<file path="config.mk">
export PLATFORM = sky130hd
export DESIGN_NAME = cbpc_pin_ctrl
export DESIGN_NICKNAME = d
export VERILOG_FILES = /design/src/inc/cbpc_pkg.sv /design/src/hw/cbpc_pin_ctrl.sv
export VERILOG_INCLUDE_DIRS = /design/src /design/src/inc
export SDC_FILE = /design/constraint.sdc
export NUM_CORES = 1
export LEC_CHECK = 0
export BUFFER_PORTS_ARGS = -buffer_cell sky130_fd_sc_hd__buf_2
export CAP_MARGIN = 0
export CORE_MARGIN = 8
export CORE_UTILIZATION = 25
export DETAILED_ROUTE_END_ITERATION = 10
export GPL_ROUTABILITY_DRIVEN = 0
export GPL_TIMING_DRIVEN = 0
export MAX_ROUTING_LAYER = met4
export PLACE_DENSITY = 0.42
export SLEW_MARGIN = 20
export SYNTH_ARGS = -nofsm -noshare
export SYNTH_HDL_FRONTEND = slang
export SYNTH_SLANG_ARGS = --single-unit
</file>
<file path="constraint.sdc">
create_clock -name clk -period 1.9 [get_ports clk]
set_input_delay 0.19 -clock clk [delete_from_list [all_inputs] [get_ports clk]]
set_output_delay 0.19 -clock clk [all_outputs]
set_load 0.02 [all_outputs]
</file>
<file path="src/inc/cbpc_map.svh">
// Register map, field positions, reset values and timing counts
// Assumes inclusion by bare name from the design and bench files
`ifndef CBPC_MAP_SVH
`define CBPC_MAP_SVH
`define CBPC_OFS_MATCH_CTRL 4'h0
`define CBPC_OFS_MATCH_LO 4'h1
`define CBPC_OFS_MATCH_HI 4'h2
`define CBPC_OFS_CPU_CTRL 4'h3
`define CBPC_OFS_PORTA_CFG 4'h4
`define CBPC_OFS_IRQ_TYPE 4'h5
`define CBPC_OFS_IRQ_STAT 4'h6
`define CBPC_OFS_IRQ_MASK 4'h7
`define CBPC_OFS_PORTA_IO 4'h8
`define CBPC_OFS_CODE_STAT 4'h9
`define CBPC_BIT_HIT 0
`define CBPC_BIT_EN 1
`define CBPC_BIT_PULSE 2
`define CBPC_BIT_CLKSEL 3
`define CBPC_BIT_CLKTRI 1
`define CBPC_CLKSEL_RST 2'h0
`define CBPC_PULSE_CLKS 4'h8
`define CBPC_INT_CODE_TOP 16'h3FFF
`endif

</file>
<file path="src/inc/cbpc_pkg.sv">
// Types shared by the pin control block
// Assumes cbpc_map.svh is on the include path
package cbpc_pkg;
    typedef struct packed {
        logic [3:0] addr;
        logic [7:0] wdata;
        logic wr;
        logic rd;
    } cbpc_bus_t;
    typedef enum logic [1:0] {
        CBPC_CLK12,
        CBPC_CLK24,
        CBPC_CLK48,
        CBPC_CLKRSV
    } cbpc_clksel_t;
    typedef enum logic [1:0] {
        CBPC_IDLE,
        CBPC_PULSE,
        CBPC_LATCH
    } cbpc_bp_t;
    typedef struct packed {
        logic [15:0] addr;
        logic fetch;
    } cbpc_cpu_t;
endpackage : cbpc_pkg

</file>
<file path="src/hw/cbpc_pin_ctrl.sv">
// Breakpoint, clock output, code select and port A interrupt pins
// Assumes clk at 48 MHz x-domain free, pins asynchronous to clk
//
// Design decisions made here: the register offsets and strobed register access.
`timescale 1ns/1ns
`include "cbpc_map.svh"

// Operation
// RL1: Enabled address match drives breakpoint high
// RL2: Pulse mode: eight processor clocks high; select 2 holds 8 core clocks, which is four clocks of its 24 MHz output
// RL3: Latch mode: high until hit cleared
// RL4: Reset low clears every unit; the clock output enable, the port A synchronisers and the previous-pin stage reset to 1 instead
// RL5: Low code region from select pin
// RL6: Clock output 12/24/48 MHz from reference; select 2 toggles each clk and gives 24 MHz instead of 48
// RL7: Reset default 12 MHz, clock driven
// RL8: Control bit 1 tristates clock output
// RL9: Config bit0 picks port bit0 or irq0
// RL10: Irq0 edge when type 1, else level
// RL11: Config bit1 picks port bit1 or irq1
// RL12: Irq1 edge when type 1, else level
// RL13: Reset: breakpoint low, port pins floating
// RL14: Match always sets hit flag
module cbpc_pin_ctrl (
    input wire logic clk, // 48 MHz phase-locked core clock
    input wire logic rst_n, // Chip reset, active low
    input wire cbpc_pkg::cbpc_bus_t bus, // Register access
    output logic [7:0] rdata, // Read data, cycle after read
    input wire cbpc_pkg::cbpc_cpu_t cpu, // Processor fetch address
    input wire logic extCodeSelPin, // External code select pin
    output logic extFetch, // Fetch goes to external memory
    output logic matchHit, // Breakpoint output
    output logic cpuClkOut, // Clock output level
    output logic cpuClkOutOe, // Clock output enable
    input wire logic [1:0] portAIn, // Port A bits 1..0 pin level
    output logic [1:0] portAOut, // Port A bits 1..0 drive value
    output logic [1:0] portAOe, // Port A bits 1..0 enable
    output logic [1:0] extIrqReq, // Irq request to processor
    output logic irq // Block interrupt, level
);
    import cbpc_pkg::*;

    typedef struct packed {
        logic [15:0] matchAddr;
        logic en;
        logic pulse;
        logic hit;
        logic [1:0] clkSel;
        logic clkTri;
        logic [1:0] altCfg;
        logic [1:0] irqType;
        logic [1:0] pOut;
        logic [1:0] pOe;
        logic [1:0] sync1;
        logic [1:0] sync2;
        logic [1:0] prevPin;
        logic [1:0] irqReq;
        logic [1:0] stat;
        logic [1:0] mask;
        logic selSync1;
        logic selSync2;
        logic extF;
        logic [1:0] div;
        logic clkO;
        cbpc_bp_t bp;
        logic [5:0] bpCnt;
        logic bpOut;
        logic [7:0] rd;
        logic irqO;
        logic clkOe;
    } cbpc_state_t;

    cbpc_state_t s_r;
    cbpc_state_t s_nxt;
    logic match;
    logic [5:0] pulseLast;

    ////////////////////////////////////////////////////////////////////
    // Pulse counted in core clocks, exact whatever the divider phase
    always_comb begin
        case (s_r.clkSel)
            2'h0: pulseLast = {`CBPC_PULSE_CLKS, 2'h0} - 6'h01; // RL2
            2'h1: pulseLast = {1'b0, `CBPC_PULSE_CLKS, 1'b0} - 6'h01; // RL2
            default: pulseLast = {2'h0, `CBPC_PULSE_CLKS} - 6'h01; // RL2
        endcase
    end
    assign match = s_r.en && cpu.fetch && (cpu.addr == s_r.matchAddr); // RL1

    ////////////////////////////////////////////////////////////////////
    // Next state
    always_comb begin
        logic [1:0] fall;
        logic [7:0] rv;
        fall = 2'h0;
        rv = 8'h00;
        s_nxt = s_r;
        s_nxt.rd = 8'h00;
        // Clock divider: 12 MHz = /4, 24 MHz = /2; select 2 toggles each clk, also 24 MHz
        s_nxt.div = s_r.div + 2'h1;
        case (s_r.clkSel)
            2'h0: s_nxt.clkO = s_r.div[1]; // RL6
            2'h1: s_nxt.clkO = s_r.div[0]; // RL6
            default: s_nxt.clkO = ~s_r.clkO; // RL6
        endcase
        // Code fetch routing
        s_nxt.selSync1 = extCodeSelPin;
        s_nxt.selSync2 = s_r.selSync1;
        s_nxt.extF = cpu.fetch &&
            ((cpu.addr > `CBPC_INT_CODE_TOP) || s_r.selSync2); // RL5
        // Port A synchronisers and interrupt detection
        s_nxt.sync1 = portAIn;
        s_nxt.sync2 = s_r.sync1;
        s_nxt.prevPin = s_r.sync2;
        for (int i = 0; i < 2; i++) begin
            fall[i] = s_r.prevPin[i] && !s_r.sync2[i];
            if (!s_r.altCfg[i]) begin
                s_nxt.irqReq[i] = 1'b0; // RL9 RL11
            end else if (s_r.irqType[i]) begin
                s_nxt.irqReq[i] = fall[i]; // RL10 RL12
            end else begin
                s_nxt.irqReq[i] = !s_r.sync2[i]; // RL10 RL12
            end
            s_nxt.pOe[i] = s_r.pOe[i] && !s_r.altCfg[i];
        end
        // Breakpoint sequencing
        case (s_r.bp)
            CBPC_IDLE: begin
                if (match) begin
                    s_nxt.bp = s_r.pulse ? CBPC_PULSE : CBPC_LATCH;
                    s_nxt.bpCnt = 6'h00;
                end
            end
            CBPC_PULSE: begin
                s_nxt.bpCnt = s_r.bpCnt + 6'h01;
                if (s_r.bpCnt == pulseLast) begin
                    s_nxt.bp = CBPC_IDLE; // RL2
                end
            end
            CBPC_LATCH: begin
                if (!s_r.hit) begin
                    s_nxt.bp = CBPC_IDLE; // RL3
                end
            end
            default: s_nxt.bp = CBPC_IDLE;
        endcase
        s_nxt.bpOut = (s_nxt.bp != CBPC_IDLE);
        // Register reads
        if (bus.rd) begin
            case (bus.addr)
                `CBPC_OFS_MATCH_CTRL: rv = {5'h00, s_r.pulse, s_r.en, s_r.hit};
                `CBPC_OFS_MATCH_LO: rv = s_r.matchAddr[7:0];
                `CBPC_OFS_MATCH_HI: rv = s_r.matchAddr[15:8];
                `CBPC_OFS_CPU_CTRL: rv = {3'h0, s_r.clkSel, 1'b0, s_r.clkTri,
                    1'b0};
                `CBPC_OFS_PORTA_CFG: rv = {6'h00, s_r.altCfg};
                `CBPC_OFS_IRQ_TYPE: rv = {6'h00, s_r.irqType};
                `CBPC_OFS_IRQ_STAT: rv = {6'h00, s_r.stat};
                `CBPC_OFS_IRQ_MASK: rv = {6'h00, s_r.mask};
                `CBPC_OFS_PORTA_IO: rv = {2'h0, s_r.pOe, s_r.pOut, s_r.sync2};
                `CBPC_OFS_CODE_STAT: rv = {7'h00, s_r.selSync2};
                default: rv = 8'h00;
            endcase
            s_nxt.rd = rv;
            if (bus.addr == `CBPC_OFS_IRQ_STAT) begin
                s_nxt.stat = 2'h0;
            end
        end
        // Register writes
        if (bus.wr) begin
            case (bus.addr)
                `CBPC_OFS_MATCH_CTRL: begin
                    s_nxt.en = bus.wdata[`CBPC_BIT_EN];
                    s_nxt.pulse = bus.wdata[`CBPC_BIT_PULSE];
                    if (bus.wdata[`CBPC_BIT_HIT]) begin
                        s_nxt.hit = 1'b0; // RL3
                    end
                end
                `CBPC_OFS_MATCH_LO: s_nxt.matchAddr[7:0] = bus.wdata;
                `CBPC_OFS_MATCH_HI: s_nxt.matchAddr[15:8] = bus.wdata;
                `CBPC_OFS_CPU_CTRL: begin
                    s_nxt.clkTri = bus.wdata[`CBPC_BIT_CLKTRI]; // RL8
                    s_nxt.clkSel = (bus.wdata[4:3] == 2'h3) ?
                        s_r.clkSel : bus.wdata[4:3];
                end
                `CBPC_OFS_PORTA_CFG: s_nxt.altCfg = bus.wdata[1:0];
                `CBPC_OFS_IRQ_TYPE: s_nxt.irqType = bus.wdata[1:0];
                `CBPC_OFS_IRQ_MASK: s_nxt.mask = bus.wdata[1:0];
                `CBPC_OFS_PORTA_IO: begin
                    s_nxt.pOut = bus.wdata[3:2];
                    s_nxt.pOe = bus.wdata[5:4] & ~s_r.altCfg; // RL9 RL11
                end
                default: ;
            endcase
        end
        // Hardware sets win over software clears
        if (match) begin
            s_nxt.hit = 1'b1; // RL14
        end
        s_nxt.stat = s_nxt.stat | s_nxt.irqReq;
        s_nxt.irqO = |(s_nxt.stat & s_nxt.mask);
        s_nxt.clkOe = !s_nxt.clkTri; // RL8
    end

    ////////////////////////////////////////////////////////////////////
    // State register
    always_ff @(posedge clk or negedge rst_n) begin
        if (!rst_n) begin
            s_r <= '0; // RL4 RL7 RL13
            s_r.clkSel <= `CBPC_CLKSEL_RST; // RL7
            s_r.clkOe <= 1'b1; // RL7
            s_r.sync1 <= 2'h3;
            s_r.sync2 <= 2'h3;
            s_r.prevPin <= 2'h3;
        end else begin
            s_r <= s_nxt;
        end
    end

    assign rdata = s_r.rd;
    assign extFetch = s_r.extF;
    assign matchHit = s_r.bpOut; // RL13
    assign cpuClkOut = s_r.clkO;
    assign cpuClkOutOe = s_r.clkOe; // RL7 RL8
    assign portAOut = s_r.pOut;
    assign portAOe = s_r.pOe; // RL13
    assign extIrqReq = s_r.irqReq;
    assign irq = s_r.irqO;
endmodule : cbpc_pin_ctrl

</file>
After elaboration in Yosys (flattened, before gate mapping)
Cells that the tools add are included.
W data, S select, Z words.
{"block": "word_totals", "wordCells": 111, "ff_bits": 67, "in_bits": 36, "output_inout_bits": 19}
{"block": "op_classes", "bitwise_logic": 6, "n_reduce_logical": 31, "order_cmp": 1, "mux": 27, "eq_ne": 16, "addsub": 2}
{"cell": "$pmux W8 S10", "n": 1}
{"cell": "$mux W2", "n": 10}
{"cell": "$eq A16 B16 Y1", "n": 1}
{"cell": "$eq A4 B3 Y1 const B", "n": 4}
{"cell": "$gt A16 B14 Y1 const B", "n": 1}
{"cell": "$mux W8", "n": 2}
{"cell": "$reduce_and A2 Y1", "n": 7}
{"cell": "$mux W12", "n": 1}
{"cell": "$pmux W6 S2", "n": 1}
{"cell": "$pmux W5 S2", "n": 1}
{"cell": "$reduce_bool A2 Y1", "n": 5}
{"cell": "$eq A4 B2 Y1 const B", "n": 2}
{"cell": "$eq A4 B4 Y1 const B", "n": 2}
{"cell": "$logic_and A1 B1 Y1", "n": 7}
{"cell": "$mux W1", "n": 7}
{"cell": "$add A6 B1 Y6 const B", "n": 1}
{"cell": "$eq A6 B6 Y1", "n": 1}
{"cell": "$pmux W2 S3", "n": 1}
{"cell": "$reduce_and A3 Y1", "n": 2}
{"cell": "$logic_not A1 Y1", "n": 5}
{"cell": "$and A2 B2 Y2", "n": 2}
{"cell": "$eq A2 B1 Y1 const B", "n": 2}
{"cell": "$eq A2 B2 Y1 const B", "n": 2}
{"cell": "$eq A4 B1 Y1 const B", "n": 1}
{"cell": "12 further kinds", "n": 14}

Logic depth before layout (Yosys ltp)
Gate-level depths: netlist of run 1.
{"block": "depth", "word_depth": 7, "depth_mapped": 7, "ltp_nobuf": 5}

Worst setup path before layout of run 1
No wires, ideal clock.
{"block": "synth_path", "kind": "reg-to-reg", "start": "reg s_r[61] (netlist bit)", "end": "reg s_r[11] (netlist bit)", "synth_period_minus_slack_ps": 1410, "setup_time_ps": 120, "required_ps": 1780, "n_path_buf": 0, "stages_incl_launch_ff": 5, "arrival_time_ps": 1291, "path_slack_ps": 490, "path_cell_list": "dfrtp_1 xor2_1 nor4_4 nand4_4 a31o_1"}
{"block": "synth_between", "elab_chain_cells": 4}
{"item": "start, declared", "line": "cbpc_pin_ctrl.sv:72", "source": "cbpc_state_t s_r;"}
{"item": "start signal, assigned", "line": "cbpc_pin_ctrl.sv:214", "source": "s_r <= s_nxt;"}
{"item": "$eq A16 B16 Y1", "line": "cbpc_pin_ctrl.sv:86", "source": "assign match = s_r.en && cpu.fetch && (cpu.addr == s_r.matchAddr);"}
{"item": "$logic_and A1 B1 Y1", "line": "cbpc_pin_ctrl.sv:86"}
{"item": "$ne A2 B2 Y1 (no source line)"}
{"item": "$reduce_and A2 Y1 (no source line)"}
No other way between the ends.
A chain may end at the register's enable or synchronous reset.

Final worst setup path of run 1
{"block": "layout_path", "start": "reg s_r[52] (netlist bit)", "end": "reg s_r[11] (netlist bit)"}
The elaborated chain is that of the path after synthesis.

==> results.toml, run 1 <==
[outcome]
run_status = "complete, no violations"

[power]
power.switching_fraction = 0.274
finalPower_mw = 4.06
power.share.sequential = 0.446
vdd_drop_max_mv = 0.353
pwr_density_cell_nw_per_um2 = 1000
leakage_nw = 1.86
cell_internal_pwr_mw = 2.95
pwr-share-comb = 0.173
switching_power_mw = 1.11
clkPwrFrac = 0.380

[sta]
worst_clock_skew_ps = 3.85
totalNegativeSetupSlack_ps = 0
report.final.setup_viol = 0
layout_worst_path_cycle_share = 0.873
final-hold-violation-count = 0
tightestPinTransition_ps = 368
clock.fmax_ghz = 0.603
timing_max_transition_violations_final = 0
setup_repair_after_global_routing_missed_its_margin = "no"
final_period_minus_worst_setup_slack_ps = 1660
slew_headroom = 0.754

[synth]
yosys_warnings = 0
synth_nets = 309
postSynth.topFlopCell = "sky130_fd_sc_hd__dfrtp_1"
number_of_synthesized_flops_with_an_enable_pin = 0
ys_seq_area_frac = 0.523
post_synth_instance_area_um2 = 3220
synthArstFlopShare = 1.00
synth-seq-cells = 67
netlist_instances = 272
synth.avg_cell_area_um2 = 11.8
number_of_different_library_cells_in_the_post_synthesis_netlist = 55

[job]
max_cap_violations = 0

[layout]
fin_area_um2 = 4040
synthToLayoutAreaGrowth_pct = 25.4
finish.net_count = 377
final_cell_mix = "sky130_fd_sc_hd__dfrtp_1, sky130_fd_sc_hd__buf_2, sky130_fd_sc_hd__mux2_2"
n_antenna_cell = 0
final_common_cell = "sky130_fd_sc_hd__dfrtp_1"
drive_above_1_share = 0.400

[critical_path]
worst-setup-path-type = "reg -> reg"
crit_chain = "xnor2_1 > nand4_1 > nor3_2 > nand4_4 > a31o_1"
worstPathRequired_ps = 2120
critical_path_peak_fanout = 10
max_stage_delay_ps = 410
worst_ep_arrival_time_ps = 1880
timing.critical_path.to_type = "flop"
slowest_stage = "sky130_fd_sc_hd__dfrtp_1"
cp_num_buf_inv = 0
critical_path.top_delay_family = "simple AND/OR/NAND/NOR gates"
critPathLaunchType = "flop"

[route]
detail_route.first_pass.iterations = 4
drt-vias-per-instance = 4.35
vias = 2248
drc = 0
wirelength_um = 8430
routed_wire_length_per_instance_um = 16.3
drt-initial-drc-count = 126
antenna_violating_nets_post_route = 0

[floorplanning]
placementRows = 41
dieHeight_um = 130
die_area_um2 = 16800
initial_utilization = 0.255
die_x_um = 130
coreArea_um2 = 12600
design.portCount = 55

[clock_network]
numCtsBuffers = 9
clkSlewWorstSetupHoldPaths_ps = 50
clock_root_buffer = "sky130_fd_sc_hd__clkbuf_16"
tritoncts_num_sinks = 67
htree_levels = 3
clockBufferDepth = 2
cts_tree = "built"
worstSkewPairLatency_ps = 330

[placed_design]
numPortBuffers = 52
post_detailed_placement_cell_area_um2 = 3730
dp.final_hpwl_um = 6480

[global_route]
grt_usage = 0.110
grt_pass1_vias = 2402
grt_start_max_net_pins = 44
globalRoute.totalOverflow = 0
grt_first_pass_wirelength_um = 13200
grt_antenna_before_repair = 0

[worst_hold_path]
class_of_the_tightest_hold_or_removal_check = "in -> reg"
[layer usage]
layer	global-route usage	up-vias	routed length, um
met5	-	-	0
met4	0.0553	0	147
met3	0.0238	13	411
met2	0.173	41	4000
met1	0.132	1107	3870
li1	-	1087	-
[sequential cells by signal (all words and copies together), names as in the netlist]
register     flops
portAOut         2
cpuClkOutOe      1
rdata            8
portAOe          2
matchHit         1
s_nxt            5
extFetch         1
extIrqReq        2
s_r             43
irq              1
cpuClkOut        1
[worst reg2reg max path, stage by stage, from the launching register on]
cell	delay [ps]
sky130_fd_sc_hd__dfrtp_1	410
sky130_fd_sc_hd__xnor2_1	220
sky130_fd_sc_hd__nand4_1	150
sky130_fd_sc_hd__nor3_2	250
sky130_fd_sc_hd__nand4_4	240
sky130_fd_sc_hd__a31o_1	290
[kinds of logic after synthesis]
family / after synthesis / share of synthesized area
compound gates: 45 / 0.104
simple gates: 76 / 0.137
flops: 67 / 0.523
buf+inv: 30 / 0.0563
xor+xnor: 18 / 0.0489
mux: 35 / 0.127
fa+ha+maj: 1 / 0.00388
[cells in the mapped netlist (all sizes together) (3+ instances only)]
| master | number | area (um^2) |
|---|---|---|
| a21oi | 6 | 30.0 |
| xnor2 | 11 | 96.3 |
| o21a | 4 | 30.0 |
| nor2 | 20 | 82.6 |
| nand4 | 4 | 40.0 |
| mux2i | 6 | 60.1 |
| a22o | 4 | 35.0 |
| buf | 20 | 144 |
| o31ai | 3 | 22.5 |
| xor2 | 7 | 61.3 |
| nor2b | 9 | 61.3 |
| inv | 9 | 33.8 |
| nor3 | 5 | 35.0 |
| dfstp | 7 | 184 |
| nand2 | 17 | 68.8 |
| dfrtp | 60 | 1500 |
| mux2 | 28 | 327 |
| nor3b | 3 | 22.5 |
| a22oi | 4 | 30.0 |
| nand3 | 7 | 40.0 |
| o21ai | 7 | 35.0 |
[cell type report]
type / instances / area, um^2
plain buffers: 21 / 148
clock buffers: 14 / 264
clock inverters: 2 / 10.0
fillers: 1344 / 8580
inverters: 9 / 33.8
multi-input cells: 175 / 1360
flip-flops and latches: 67 / 1690
well taps: 172 / 215
repair buffers: 57 / 330
[final timing paths]
check | startpoint | endpoint | slack [ps] | depth (start not counted)
worst max-delay path | s_r[52]$_DFFE_PN0P_ | s_r[11]$_DFFE_PN0P_ | 240 | 5
worst min-delay path | bus[8] | s_r[57]$_DFFE_PN0P_ | 110 | 2
worst max register to register | s_r[52]$_DFFE_PN0P_ | s_r[11]$_DFFE_PN0P_ | 240 | 5
worst min register to register | s_nxt[23]$_DFF_PN0_ | s_r[23]$_DFF_PN0_ | 350 | 0
max in group asynchronous | rst_n | s_nxt[31]$_DFF_PN1_ | 1010 | 3
min in group asynchronous | rst_n | matchHit$_DFF_PN0_ | 320 | 2
[power by group through the flow]
stage / Sequential, mW / Clock, mW / Combinational, mW
after floorplan: 1.80 / 0 / 0.476
after global routing: 1.84 / 1.64 / 0.775
after detailed placement: 1.84 / 0 / 0.710
after CTS: 1.82 / 1.59 / 0.720
final: 1.81 / 1.54 / 0.704
after global placement: 1.84 / 0 / 0.698
[metrics by stage]
stage               instances  worst slack, ps  hold WS (ps)  utilization
floorplan                 272              490          -106            -
global placement          496              194           297        0.293
detailed placement        497              192           136        0.295
CTS                       517              180          97.5        0.320
global route              517             97.4           109        0.320
finish                    517              241           112        0.320
[timing repair]
action                    in CTS  in global routing
hold buffers                   4                  0
resized for setup              0                  0
setup buffers                  0                  0
hold endpoints to repair      27                  0
Note: power is estimated with default switching activity, not from simulation.
==> inputs of run 2 (changes only) <==
clock period = 1.58 ns   (was 1.9 ns; I/O delays follow)
==> results.toml, run 2 (synthesis results as in run 1) <==
[critical_path]
worstPathRequired_ps = 1810
critical_path_peak_fanout = 5
crit_chain = "xnor2_2 > nand4_1 > nor3_4 > buf_4 > nand4_4 > o21a_1"
worst_ep_arrival_time_ps = 1780
setup.worst_path.start = "s_r[52]$_DFFE_PN0P_"
regToRegStartpoint = "s_r[52]$_DFFE_PN0P_"
worst-setup-path-type = "reg -> reg"
critPathLaunchType = "flop"
timing.critical_path.to_type = "flop"
max_stage_delay_ps = 400
slowest_stage = "sky130_fd_sc_hd__dfrtp_1"

[clock_network]
clkSlewWorstSetupHoldPaths_ps = 50
cts_tree = "built"
clockBufferDepth = 2
worstSkewPairLatency_ps = 340
numCtsBuffers = 9
htree_levels = 3
tritoncts_num_sinks = 67
clock_root_buffer = "sky130_fd_sc_hd__clkbuf_16"

[sta]
timing_max_transition_violations_final = 0
slew_headroom = 0.720
final_period_minus_worst_setup_slack_ps = 1550
clock.fmax_ghz = 0.644
setup_repair_after_global_routing_missed_its_margin = "yes"
report.final.setup_viol = 0
worst_clock_skew_ps = 5.12
tightestPinTransition_ps = 416
layout_worst_path_cycle_share = 0.982
final-hold-violation-count = 0
post-route-worst-setup-slack_ps = 28.3
totalNegativeSetupSlack_ps = 0

[route]
routed_wire_length_per_instance_um = 16.6
drt-met1-wl_um = 4080
drt-initial-drc-count = 122
vias = 2312
antenna_violating_nets_post_route = 0
drt-vias-per-instance = 4.39
met2_wirelength_from_detailed_routing_um = 4110
wirelength_um = 8750
wl_met3_um = 420
dr.max_layer_used = "met4"
detail_route.first_pass.iterations = 4
drc = 0

[layout]
multi_input_comb_area_um2 = 1420
final_common_cell = "sky130_fd_sc_hd__dfrtp_1"
fill_cells = 1337
drive_above_1_share = 0.425
finish.net_count = 387
synthToLayoutAreaGrowth_pct = 29.5
area.sequential_um2 = 1690
n_antenna_cell = 0
max_flop_register = "s_r"
number_of_flip_flops_in_the_largest_register = 43
layout.core_utilization = 0.331
final_cell_mix = "sky130_fd_sc_hd__dfrtp_1, sky130_fd_sc_hd__buf_2, sky130_fd_sc_hd__buf_4, sky130_fd_sc_hd__mux2_2, sky130_fd_sc_hd__nor2_1"

[floorplanning]
dieHeight_um = 130
coreArea_um2 = 12600
die_x_um = 130
initial_utilization = 0.255
placementRows = 41
design.portCount = 55
die_area_um2 = 16800

[placed_design]
preCtsSetupSlack_ps = -128
dp.final_hpwl_um = 6480
numPortBuffers = 52

[global_route]
grt_first_pass_wirelength_um = 13700
grt_pass1_vias = 2469
grt_usage = 0.114
grt_antenna_before_repair = 0
globalRoute.totalOverflow = 0
grt_start_max_net_pins = 44

[power]
pwr-share-comb = 0.190
vdd_drop_max_mv = 0.435
power.switching_fraction = 0.279
clkPwrFrac = 0.373
power.share.sequential = 0.437
switching_power_mw = 1.39
leakage_nw = 1.94
pwr_density_cell_nw_per_um2 = 1190
cell_internal_pwr_mw = 3.59

[outcome]
run_status = "complete, no violations"

[worst_hold_path]
min-delay-start = "bus[8]"
class_of_the_tightest_hold_or_removal_check = "in -> reg"

[job]
max_cap_violations = 0
==> run 2: final timing paths <==
kind	to	slack, ps	depth (start not counted)
max	s_r[13]$_DFFE_PN0P_	30	6
min	s_r[57]$_DFFE_PN0P_	80	2
max reg2reg	s_r[13]$_DFFE_PN0P_	30	6
min reg2reg	s_r[23]$_DFF_PN0_	350	0
max in group asynchronous	s_nxt[31]$_DFF_PN1_	720	3
min in group asynchronous	matchHit$_DFF_PN0_	280	2
==> run 2: metal layers <==
layer / up-vias / global-route usage
li1: 1109 / -
met1: 1145 / 0.139
met2: 46 / 0.177
met3: 12 / 0.0238
met4: 0 / 0.0553
met5: - / -
==> run 2: cell type report <==
| type | instances | area share |
|---|---|---|
| multi-input combinational | 176 | 0.340 |
| buffer | 21 | 0.0354 |
| timing repair buffer | 66 | 0.0953 |
| inverter | 9 | 0.00809 |
| sequential | 67 | 0.404 |
| clock inverter | 2 | 0.00240 |
| tap | 172 | 0.0516 |
| clock buffer | 14 | 0.0632 |
==> run 2: power groups by stage <==
stage	registers, mW	logic (mW)	clock network (mW)
after floorplan	2.16	0.573	0
after CTS	2.19	0.953	1.91
final	2.18	0.948	1.86
after detailed placement	2.22	0.853	0
after global placement	2.21	0.840	0
after global routing	2.21	1.04	1.97
==> run 2: metrics by stage <==
step           power [mW]  cells  area (um^2)  hold slack (ps)
2_1_floorplan        2.73    272         3220             -138
3_3_place_gp         3.05    496         3700              265
3_5_place_dp         3.07    497         3730              104
4_1_cts              5.05    525         4150             65.5
5_1_grt              5.22    527         4170             76.5
6_report             4.99    527         4170             76.0
==> run 2: what timing repair did <==
| item | in CTS | in global routing |
|---|---|---|
| endpoints found under the hold margin | 27 | 0 |
| gates resized for setup | 5 | 2 |
| gates cloned | 1 | 0 |
| pin swaps | 8 | 4 |
| hold buffers | 4 | 0 |
| setup endpoints to repair | 9 | 9 |
| setup buffers | 7 | 2 |
==> run 2: critical path: cells and delay by family (launching register included) <==
kind	cells	cell delay, ps
xor+xnor	1	200
simple gates	3	470
flops	1	400
buf+inv	1	160
compound gates	1	210
